$ cat src/opseq_pkg.sv
// opseq_pkg: shared constants for the operation status and error queue block
// assumes a single 100 MHz clock domain and a command decoder outside the block
package opseq_pkg;
  // ****************************************************************
  // widths and reset values
  // ****************************************************************
  localparam int unsigned OPSEQ_REG_W = 16;
  localparam logic [15:0] OPSEQ_FILT_RST = 16'h0000;
  localparam logic [15:0] OPSEQ_ENA_RST = 16'h0000;
  localparam logic [7:0] OPSEQ_SRE_RST = 8'h00;
  localparam int unsigned OPSEQ_QDEPTH = 16;
  localparam int unsigned OPSEQ_CODE_W = 16;
  localparam int unsigned OPSEQ_MSG_W = 8;
  // ****************************************************************
  // field positions
  // ****************************************************************
  localparam int unsigned OPSEQ_STB_OPE_BIT = 7;
  localparam int unsigned OPSEQ_ESR_DDE_BIT = 3;
  localparam int unsigned OPSEQ_COND_TEST_BIT = 0;
  // ****************************************************************
  // codes
  // ****************************************************************
  localparam logic [1:0] OPSEQ_TEST_PASS = 2'h0;
  localparam logic [1:0] OPSEQ_TEST_FAIL = 2'h1;
  localparam logic [1:0] OPSEQ_TEST_BUSY = 2'h2;
  localparam logic [15:0] OPSEQ_OVF_CODE = 16'hFEFE;
  localparam logic [7:0] OPSEQ_OVF_MSG = 8'h01;
  localparam logic [15:0] OPSEQ_BUSY_CODE = 16'hFEFD;
  localparam logic [7:0] OPSEQ_BUSY_MSG = 8'h02;
  localparam logic [15:0] OPSEQ_EMPTY_CODE = 16'h0000;
  localparam logic [7:0] OPSEQ_EMPTY_MSG = 8'h00;
  typedef enum logic [0:0] {
    TEST_IDLE,
    TEST_RUN
  } opseq_test_e;
endpackage : opseq_pkg

$ cat src/opseq_status.sv
// opseq_status: operation status registers, transition filters, error queue and self-test
// assumes a command decoder that gives one-cycle strobes and takes registered answers
`timescale 1ns/10ps
module opseq_status
  import opseq_pkg::*;
#(
  parameter int unsigned DEPTH = OPSEQ_QDEPTH,
  parameter int unsigned CODE_W = OPSEQ_CODE_W,
  parameter int unsigned MSG_W = OPSEQ_MSG_W
) (
  // clock and resets
  input wire logic clk,
  input wire logic arst_n,
  input wire logic instrReset,
  input wire logic clearStatus,
  // operation condition sources
  input wire logic [14:0] condIn,
  // filter and enable writes and reads
  input wire logic negFiltWr,
  input wire logic posFiltWr,
  input wire logic opEnableWr,
  input wire logic srEnableWr,
  input wire logic [15:0] wrData,
  output logic [15:0] negFilt,
  output logic [15:0] posFilt,
  output logic [15:0] opEnable,
  output logic [7:0] srEnable,
  // condition and event reads
  input wire logic eventRd,
  output logic [15:0] eventData,
  output logic [15:0] condData,
  // error reporting
  input wire logic errPush,
  input wire logic [CODE_W-1:0] errCode,
  input wire logic [MSG_W-1:0] errMsg,
  input wire logic errPop,
  output logic [CODE_W-1:0] errOutCode,
  output logic [MSG_W-1:0] errOutMsg,
  output logic [4:0] errCount,
  output logic errOverflow,
  // self-test
  input wire logic testStart,
  input wire logic testDone,
  input wire logic testFail,
  input wire logic [15:0] testDiag,
  input wire logic cmdNonQuery,
  output logic [1:0] testResult,
  output logic [15:0] testCode,
  // summary
  input wire logic [6:0] stbOther,
  output logic [7:0] statusByte,
  output logic serviceReq
);
  // ****************************************************************
  // status registers
  // ****************************************************************
  logic [15:0] negFilt_q, negFilt_d, posFilt_q, posFilt_d;
  logic [15:0] opEna_q, opEna_d, cond_q, cond_d, event_q, event_d;
  logic [7:0] sre_q, sre_d;
  logic [15:0] evRd_q, evRd_d;
  logic testRun;

  always_comb
  begin
    negFilt_d = negFilt_q;
    posFilt_d = posFilt_q;
    opEna_d = opEna_q;
    sre_d = sre_q;
    // instrReset intentionally not used here: filters and enable keep their values
    if (negFiltWr) negFilt_d = wrData;
    if (posFiltWr) posFilt_d = wrData;
    if (opEnableWr) opEna_d = wrData;
    if (srEnableWr) sre_d = wrData[7:0];
    cond_d = {condIn, 1'b0};
    cond_d[OPSEQ_COND_TEST_BIT] = testRun;
    event_d = event_q;
    evRd_d = evRd_q;
    if (eventRd)
    begin
      evRd_d = event_q;
      event_d = '0;
    end
    if (clearStatus) event_d = '0;
    // new edges set after the clear so a coincident event is kept
    event_d = event_d | (cond_d & ~cond_q & posFilt_q)
                      | (~cond_d & cond_q & negFilt_q);
  end

  always_ff @(posedge clk or negedge arst_n)
  begin
    if (!arst_n)
    begin
      negFilt_q <= OPSEQ_FILT_RST;
      posFilt_q <= OPSEQ_FILT_RST;
      opEna_q <= OPSEQ_ENA_RST;
      sre_q <= OPSEQ_SRE_RST;
      cond_q <= '0;
      event_q <= '0;
      evRd_q <= '0;
    end
    else
    begin
      negFilt_q <= negFilt_d;
      posFilt_q <= posFilt_d;
      opEna_q <= opEna_d;
      sre_q <= sre_d;
      cond_q <= cond_d;
      event_q <= event_d;
      evRd_q <= evRd_d;
    end
  end

  assign negFilt = negFilt_q;
  assign posFilt = posFilt_q;
  assign opEnable = opEna_q;
  assign srEnable = sre_q;
  assign eventData = evRd_q;
  assign condData = cond_q;

  // ****************************************************************
  // status byte and service request
  // ****************************************************************
  logic [7:0] stb;
  always_comb
  begin
    stb = {1'b0, stbOther};
    stb[OPSEQ_STB_OPE_BIT] = |(event_q & opEna_q);
  end
  assign statusByte = stb;
  assign serviceReq = |(stb & sre_q);

  // ****************************************************************
  // self-test sequencer
  // ****************************************************************
  opseq_test_e tst_q, tst_d;
  logic [1:0] res_q, res_d;
  logic [15:0] diag_q, diag_d;
  logic busyErr;

  always_comb
  begin
    tst_d = tst_q;
    res_d = res_q;
    diag_d = diag_q;
    busyErr = 1'b0;
    case (tst_q)
      TEST_IDLE:
        if (testStart)
        begin
          tst_d = TEST_RUN;
          res_d = OPSEQ_TEST_BUSY;
        end
      TEST_RUN:
      begin
        // the test is never aborted; stray commands only log an error
        busyErr = cmdNonQuery | testStart;
        if (testDone)
        begin
          tst_d = TEST_IDLE;
          res_d = testFail ? OPSEQ_TEST_FAIL : OPSEQ_TEST_PASS;
          diag_d = testDiag;
        end
      end
      default: tst_d = TEST_IDLE;
    endcase
  end

  always_ff @(posedge clk or negedge arst_n)
  begin
    if (!arst_n)
    begin
      tst_q <= TEST_IDLE;
      res_q <= OPSEQ_TEST_PASS;
      diag_q <= '0;
    end
    else
    begin
      tst_q <= tst_d;
      res_q <= res_d;
      diag_q <= diag_d;
    end
  end

  assign testRun = (tst_q == TEST_RUN);
  assign testResult = res_q;
  assign testCode = diag_q;

  // ****************************************************************
  // error queue
  // ****************************************************************
  localparam int unsigned PW = $clog2(DEPTH);
  logic [CODE_W-1:0] qCode [DEPTH];
  logic [MSG_W-1:0] qMsg [DEPTH];
  logic [PW-1:0] rdPtr_q, rdPtr_d, wrPtr_q, wrPtr_d;
  logic [PW:0] cnt_q, cnt_d;
  logic ovf_q, ovf_d, ovfOn_q, ovfOn_d;
  logic [CODE_W-1:0] outCode_q, outCode_d;
  logic [MSG_W-1:0] outMsg_q, outMsg_d;
  logic anyErr, full, doPop, doWr, ovfWr;
  logic [PW-1:0] wrIdx;
  logic [CODE_W-1:0] wrCode;
  logic [MSG_W-1:0] wrMsg;

  assign anyErr = errPush | busyErr;
  assign full = (cnt_q == (PW+1)'(DEPTH));
  assign doPop = errPop && (cnt_q != '0);

  always_comb
  begin
    rdPtr_d = rdPtr_q;
    wrPtr_d = wrPtr_q;
    cnt_d = cnt_q;
    ovf_d = 1'b0;
    outCode_d = outCode_q;
    outMsg_d = outMsg_q;
    doWr = 1'b0;
    ovfWr = 1'b0;
    wrIdx = wrPtr_q;
    wrCode = busyErr ? OPSEQ_BUSY_CODE : errCode;
    wrMsg = busyErr ? OPSEQ_BUSY_MSG : errMsg;
    if (errPop)
    begin
      outCode_d = doPop ? qCode[rdPtr_q] : OPSEQ_EMPTY_CODE;
      outMsg_d = doPop ? qMsg[rdPtr_q] : OPSEQ_EMPTY_MSG;
    end
    if (doPop)
    begin
      rdPtr_d = rdPtr_q + 1'b1;
      cnt_d = cnt_q - 1'b1;
    end
    if (anyErr)
    begin
      if (!full || doPop)
      begin
        doWr = 1'b1;
        wrPtr_d = wrPtr_q + 1'b1;
        cnt_d = cnt_d + 1'b1;
      end
      else if (!ovfOn_q)
      begin
        // newest slot replaced once; later errors dropped until a pop
        ovfWr = 1'b1;
        wrIdx = wrPtr_q - 1'b1;
        wrCode = OPSEQ_OVF_CODE;
        wrMsg = OPSEQ_OVF_MSG;
        ovf_d = 1'b1;
      end
    end
    if (clearStatus)
    begin
      rdPtr_d = '0;
      wrPtr_d = '0;
      cnt_d = '0;
      doWr = 1'b0;
      ovfWr = 1'b0;
      // the dropped error goes with the emptied queue, so no overflow is reported
      ovf_d = 1'b0;
    end
  end

  always_comb
  begin
    ovfOn_d = ovfOn_q;
    if (ovfWr) ovfOn_d = 1'b1;
    if (doPop || clearStatus) ovfOn_d = 1'b0;
  end

  always_ff @(posedge clk)
  begin
    if (doWr || ovfWr)
    begin
      qCode[wrIdx] <= wrCode;
      qMsg[wrIdx] <= wrMsg;
    end
  end

  always_ff @(posedge clk or negedge arst_n)
  begin
    if (!arst_n)
    begin
      rdPtr_q <= '0;
      wrPtr_q <= '0;
      cnt_q <= '0;
      ovf_q <= 1'b0;
      ovfOn_q <= 1'b0;
      outCode_q <= '0;
      outMsg_q <= '0;
    end
    else
    begin
      rdPtr_q <= rdPtr_d;
      wrPtr_q <= wrPtr_d;
      cnt_q <= cnt_d;
      ovf_q <= ovf_d;
      ovfOn_q <= ovfOn_d;
      outCode_q <= outCode_d;
      outMsg_q <= outMsg_d;
    end
  end

  assign errOutCode = outCode_q;
  assign errOutMsg = outMsg_q;
  assign errCount = 5'(cnt_q);
  assign errOverflow = ovf_q;
endmodule : opseq_status

$ cat config.mk
export PLATFORM = sky130hd
export DESIGN_NAME = opseq_status
export DESIGN_NICKNAME = d
export VERILOG_FILES = /design/src/opseq_pkg.sv /design/src/opseq_status.sv
export SDC_FILE = /design/constraint.sdc
export NUM_CORES = 1
export LEC_CHECK = 0
export ABC_AREA = 1
export BUFFER_PORTS_ARGS = -buffer_cell sky130_fd_sc_hd__buf_4
export CORE_ASPECT_RATIO = 0.8
export CORE_MARGIN = 2
export CORE_UTILIZATION = 60
export DETAILED_ROUTE_END_ITERATION = 8
export PLACE_DENSITY = 0.78
export SYNTH_ARGS = -nofsm -noshare
export SYNTH_HDL_FRONTEND = slang
export SYNTH_SLANG_ARGS = --single-unit
$ cat constraint.sdc
create_clock -name clk -period 7.79 [get_ports clk]
set_input_delay 1.1685 -clock clk [delete_from_list [all_inputs] [get_ports clk]]
set_output_delay 1.1685 -clock clk [all_outputs]
set_load 0.01 [all_outputs]
==> flow_summary.toml <==
[grt]
grt_antenna_before_repair = 1
grt_first_pass_wirelength_um = 86900
first_global_vias = 15200
grt_start_max_net_pins = 95
grt_util_all_layers_pct = 30.1
overflow = 0

[worst_setup_path]
critPathRequiredTime_ns = 8.02
crit_slowest_cell = "nor2_2"
crit_arrival_ns = 4.23
end_kind = "flip-flop"
path_class = "in -> reg"
cp.depth = 11
crit_path_start = "errPop"
cp_max_fo = 26
crit_buf_inv = 5
r2r_slack_ns = 4.31
crit_top_cell = "inv_2"
r2r_end = "qCode[3][5]"
slowest_delay_ns = 0.51
regToRegStartpoint = "errCount[0]"
cp-start-kind = "primary input"
path_delay_family = "buffers and inverters"
r2r_cells = 11
endpoint = "qCode[3][5]"
cp_cell_sequence = "buf_4 -> inv_2 -> nand4_2 -> inv_2 -> nand3_4 -> inv_2 -> nand3_1 -> nand2_1 -> nand3_1 -> nor2_2 -> buf_4"

[synthesis]
synth_simple_gate_area_share_pct = 13.4
yosysWarnings = 0
yosys.area.top_type_share_pct = 52.3
synth_edf_count = 384
syn-num-nets = 1947
synth_top_family_by_area = "simple AND/OR/NAND/NOR gates"
synthTopCellsByArea = "edfxtp_1 52%, dfrtp_1 18%, nand2_1 6.6%"
async_flop_share_pct = 29.7
syn_area_um2 = 22100
seq_area_frac_synth_pct = 70.6
synth_compound_area_share_pct = 9.18
synthXorXnorAreaFrac_pct = 0.187
postSynthAreaPerCell_um2 = 11.9
ys.flop_type = "edfxtp_1"
synth_fa_ha_area_share_pct = 0.284
synth.area.mux_share_pct = 2.86
ys_types = 41
ys_ff_latch = 546
yosysTopAreaCell = "edfxtp_1"
synth_cells = 1849

[sta]
fin_crit_ns = 4.01
min_period_over_period_pct = 51.4
fmax_ghz = 0.250
drv_slew = 0
fin_setup_tns_ns = 0
fin_skew_ns = 0.0192
rsz0062_at_grt = "no"
setup_viol = 0
hold_violations = 0
worstMarginPinSlew_ns = 1.22
slew_headroom_pct = 18.7

[clocking]
clk_pin_slew_worst_paths_ns = 0.06
cts_root_buf = "clkbuf_16"
hold_buffers = 0
cts_max_level = 2
cts_buffer_depth = 3
worstSkewPairLatency_ns = 0.57
cts_buffers = 51
numClockSinks = 546
cts_tree = "yes"
post_cts_buffers = 0
cts_resized = 0

[floorplan]
die_w_um = 218
die_h_um = 176
initial_core_util_pct = 61.2
core_area_um2 = 36100
die-area_um2 = 38300
io_pins = 238
rows = 62

[pwr]
power.density_nw_per_um2 = 289
p_int_mw = 5.30
p_sw_mw = 2.17
power_switching_share_pct = 29.0
p_leak_nw = 10.3
pwr-share-clk_pct = 33.1
seq_power_share_pct = 47.1
peakVddDrop_mv = 0.280
pwr-share-comb_pct = 19.7

[outcome]
status = "completed"

[cells_and_area]
fin_nets = 2160
fin_util_pct = 71.6
fillCellCount = 2401
layout_common_cells = "388 x nand2_1, 384 x edfxtp_1, 262 x buf_4"
diodes = 0
area_delta_synth_final_pct = 17.0
drive_gt1_share_pct = 22.0
finish.instance_area_um2 = 25800
layout_commonest_cell = "nand2_1"
instances_no_fill = 2585

[route]
postRouteAntennaNets = 0
drt_first_pass_iters = 6
initialDrtViolationCount = 1712
wl_per_cell_um = 22.2
drc = 0
routed_wl_um = 57400
avgViaCountPerCell = 5.92
via_count = 15300

[placement]
dp_hpwl_um = 33700
gp_congestion = 0.835
dpl.cell_count = 2489
post_dp_cell_area_um2 = 24200
numPortBuffers = 236

[run]
drv_cap = 0

[worst_hold_path]
hp-class = "reg -> reg"
## kinds of logic after synthesis
kind of cell    count (synthesis)
fa+ha+maj                       5
flops                         546
simple gates                  722
buf+inv                       166
mux                            56
compound gates                351
xor+xnor                        3
## registers in the layout (all words and copies together) (netlist names)
name / cells
ovfOn_q: 1
testResult: 2
rdPtr_q: 4
testRun: 1
opEnable: 16
condData: 16
event_q: 16
errOutCode: 16
qCode: 256
errCount: 5
errOverflow: 1
posFilt: 16
errOutMsg: 8
srEnable: 8
testCode: 16
wrPtr_q: 4
eventData: 16
negFilt: 16
qMsg: 128
## final cells by class
cell class              instances  area, um2  share of cell area, %
inverters                      63        241                  0.935
clock inverters                25        259                   1.00
clock buffers                  71       1390                   5.39
multi-input cells            1137       5760                   22.3
repair buffers                263       1980                   7.66
well taps                     480        601                   2.33
flip-flops and latches        546      15600                   60.4
## layer usage
metal  GRT usage (%)  share of wire (%)
met1            42.7                 39
met3            5.25                 10
met2            48.4                 48
met4            9.16                2.5
met5               0              0.014
## cell usage after synthesis (3+ instances only)
cell,n
mux2_2,56
nor2_1,220
a21bo_2,25
inv_1,51
nand2_1,388
nand3_2,5
o21ai_1,10
nand4_1,7
edfxtp_1,384
o311ai_0,16
buf_4,16
buf_1,6
clkbuf_1,44
o21ai_0,197
dfrtp_1,162
o22ai_1,24
ha_1,5
nor2_4,3
buf_2,32
o211ai_1,12
nand3_1,90
inv_2,9
a21oi_1,60
buf_6,4
## worst min path at each step
stage / from / endpoint / slack [ns] / depth (start not counted)
6_report: testRun / condData[0] / 0.43 / 0
5_1_grt: testRun / condData[0] / 0.44 / 0
4_1_cts: testRun / condData[0] / 0.43 / 0
3_5_place_dp: testRun / condData[0] / 0.41 / 0
3_3_place_gp: testRun / condData[0] / 0.41 / 0
2_1_floorplan: testRun / condData[0] / 0.39 / 0
## stage by stage
| stage | setup slack [ns] | power (mW) | hold WS [ns] |
|---|---|---|---|
| finish | 3.78 | 7.47 | 0.434 |
| global route | 3.67 | 7.78 | 0.438 |
| CTS | 3.85 | 7.48 | 0.431 |
| detailed placement | 3.27 | 5.03 | 0.414 |
| global placement | 3.38 | 4.97 | 0.406 |
| floorplan | 4.28 | 4.43 | 0.393 |
## power by group through the flow
stage / combinational, mW / clock (mW) / sequential, mW
after floorplan: 0.833 / 0 / 3.59
after global placement: 1.40 / 0 / 3.57
after detailed placement: 1.45 / 0 / 3.58
after CTS: 1.47 / 2.49 / 3.52
after global routing: 1.63 / 2.61 / 3.54
final: 1.47 / 2.47 / 3.52
(Power assumes the default switching activity.)
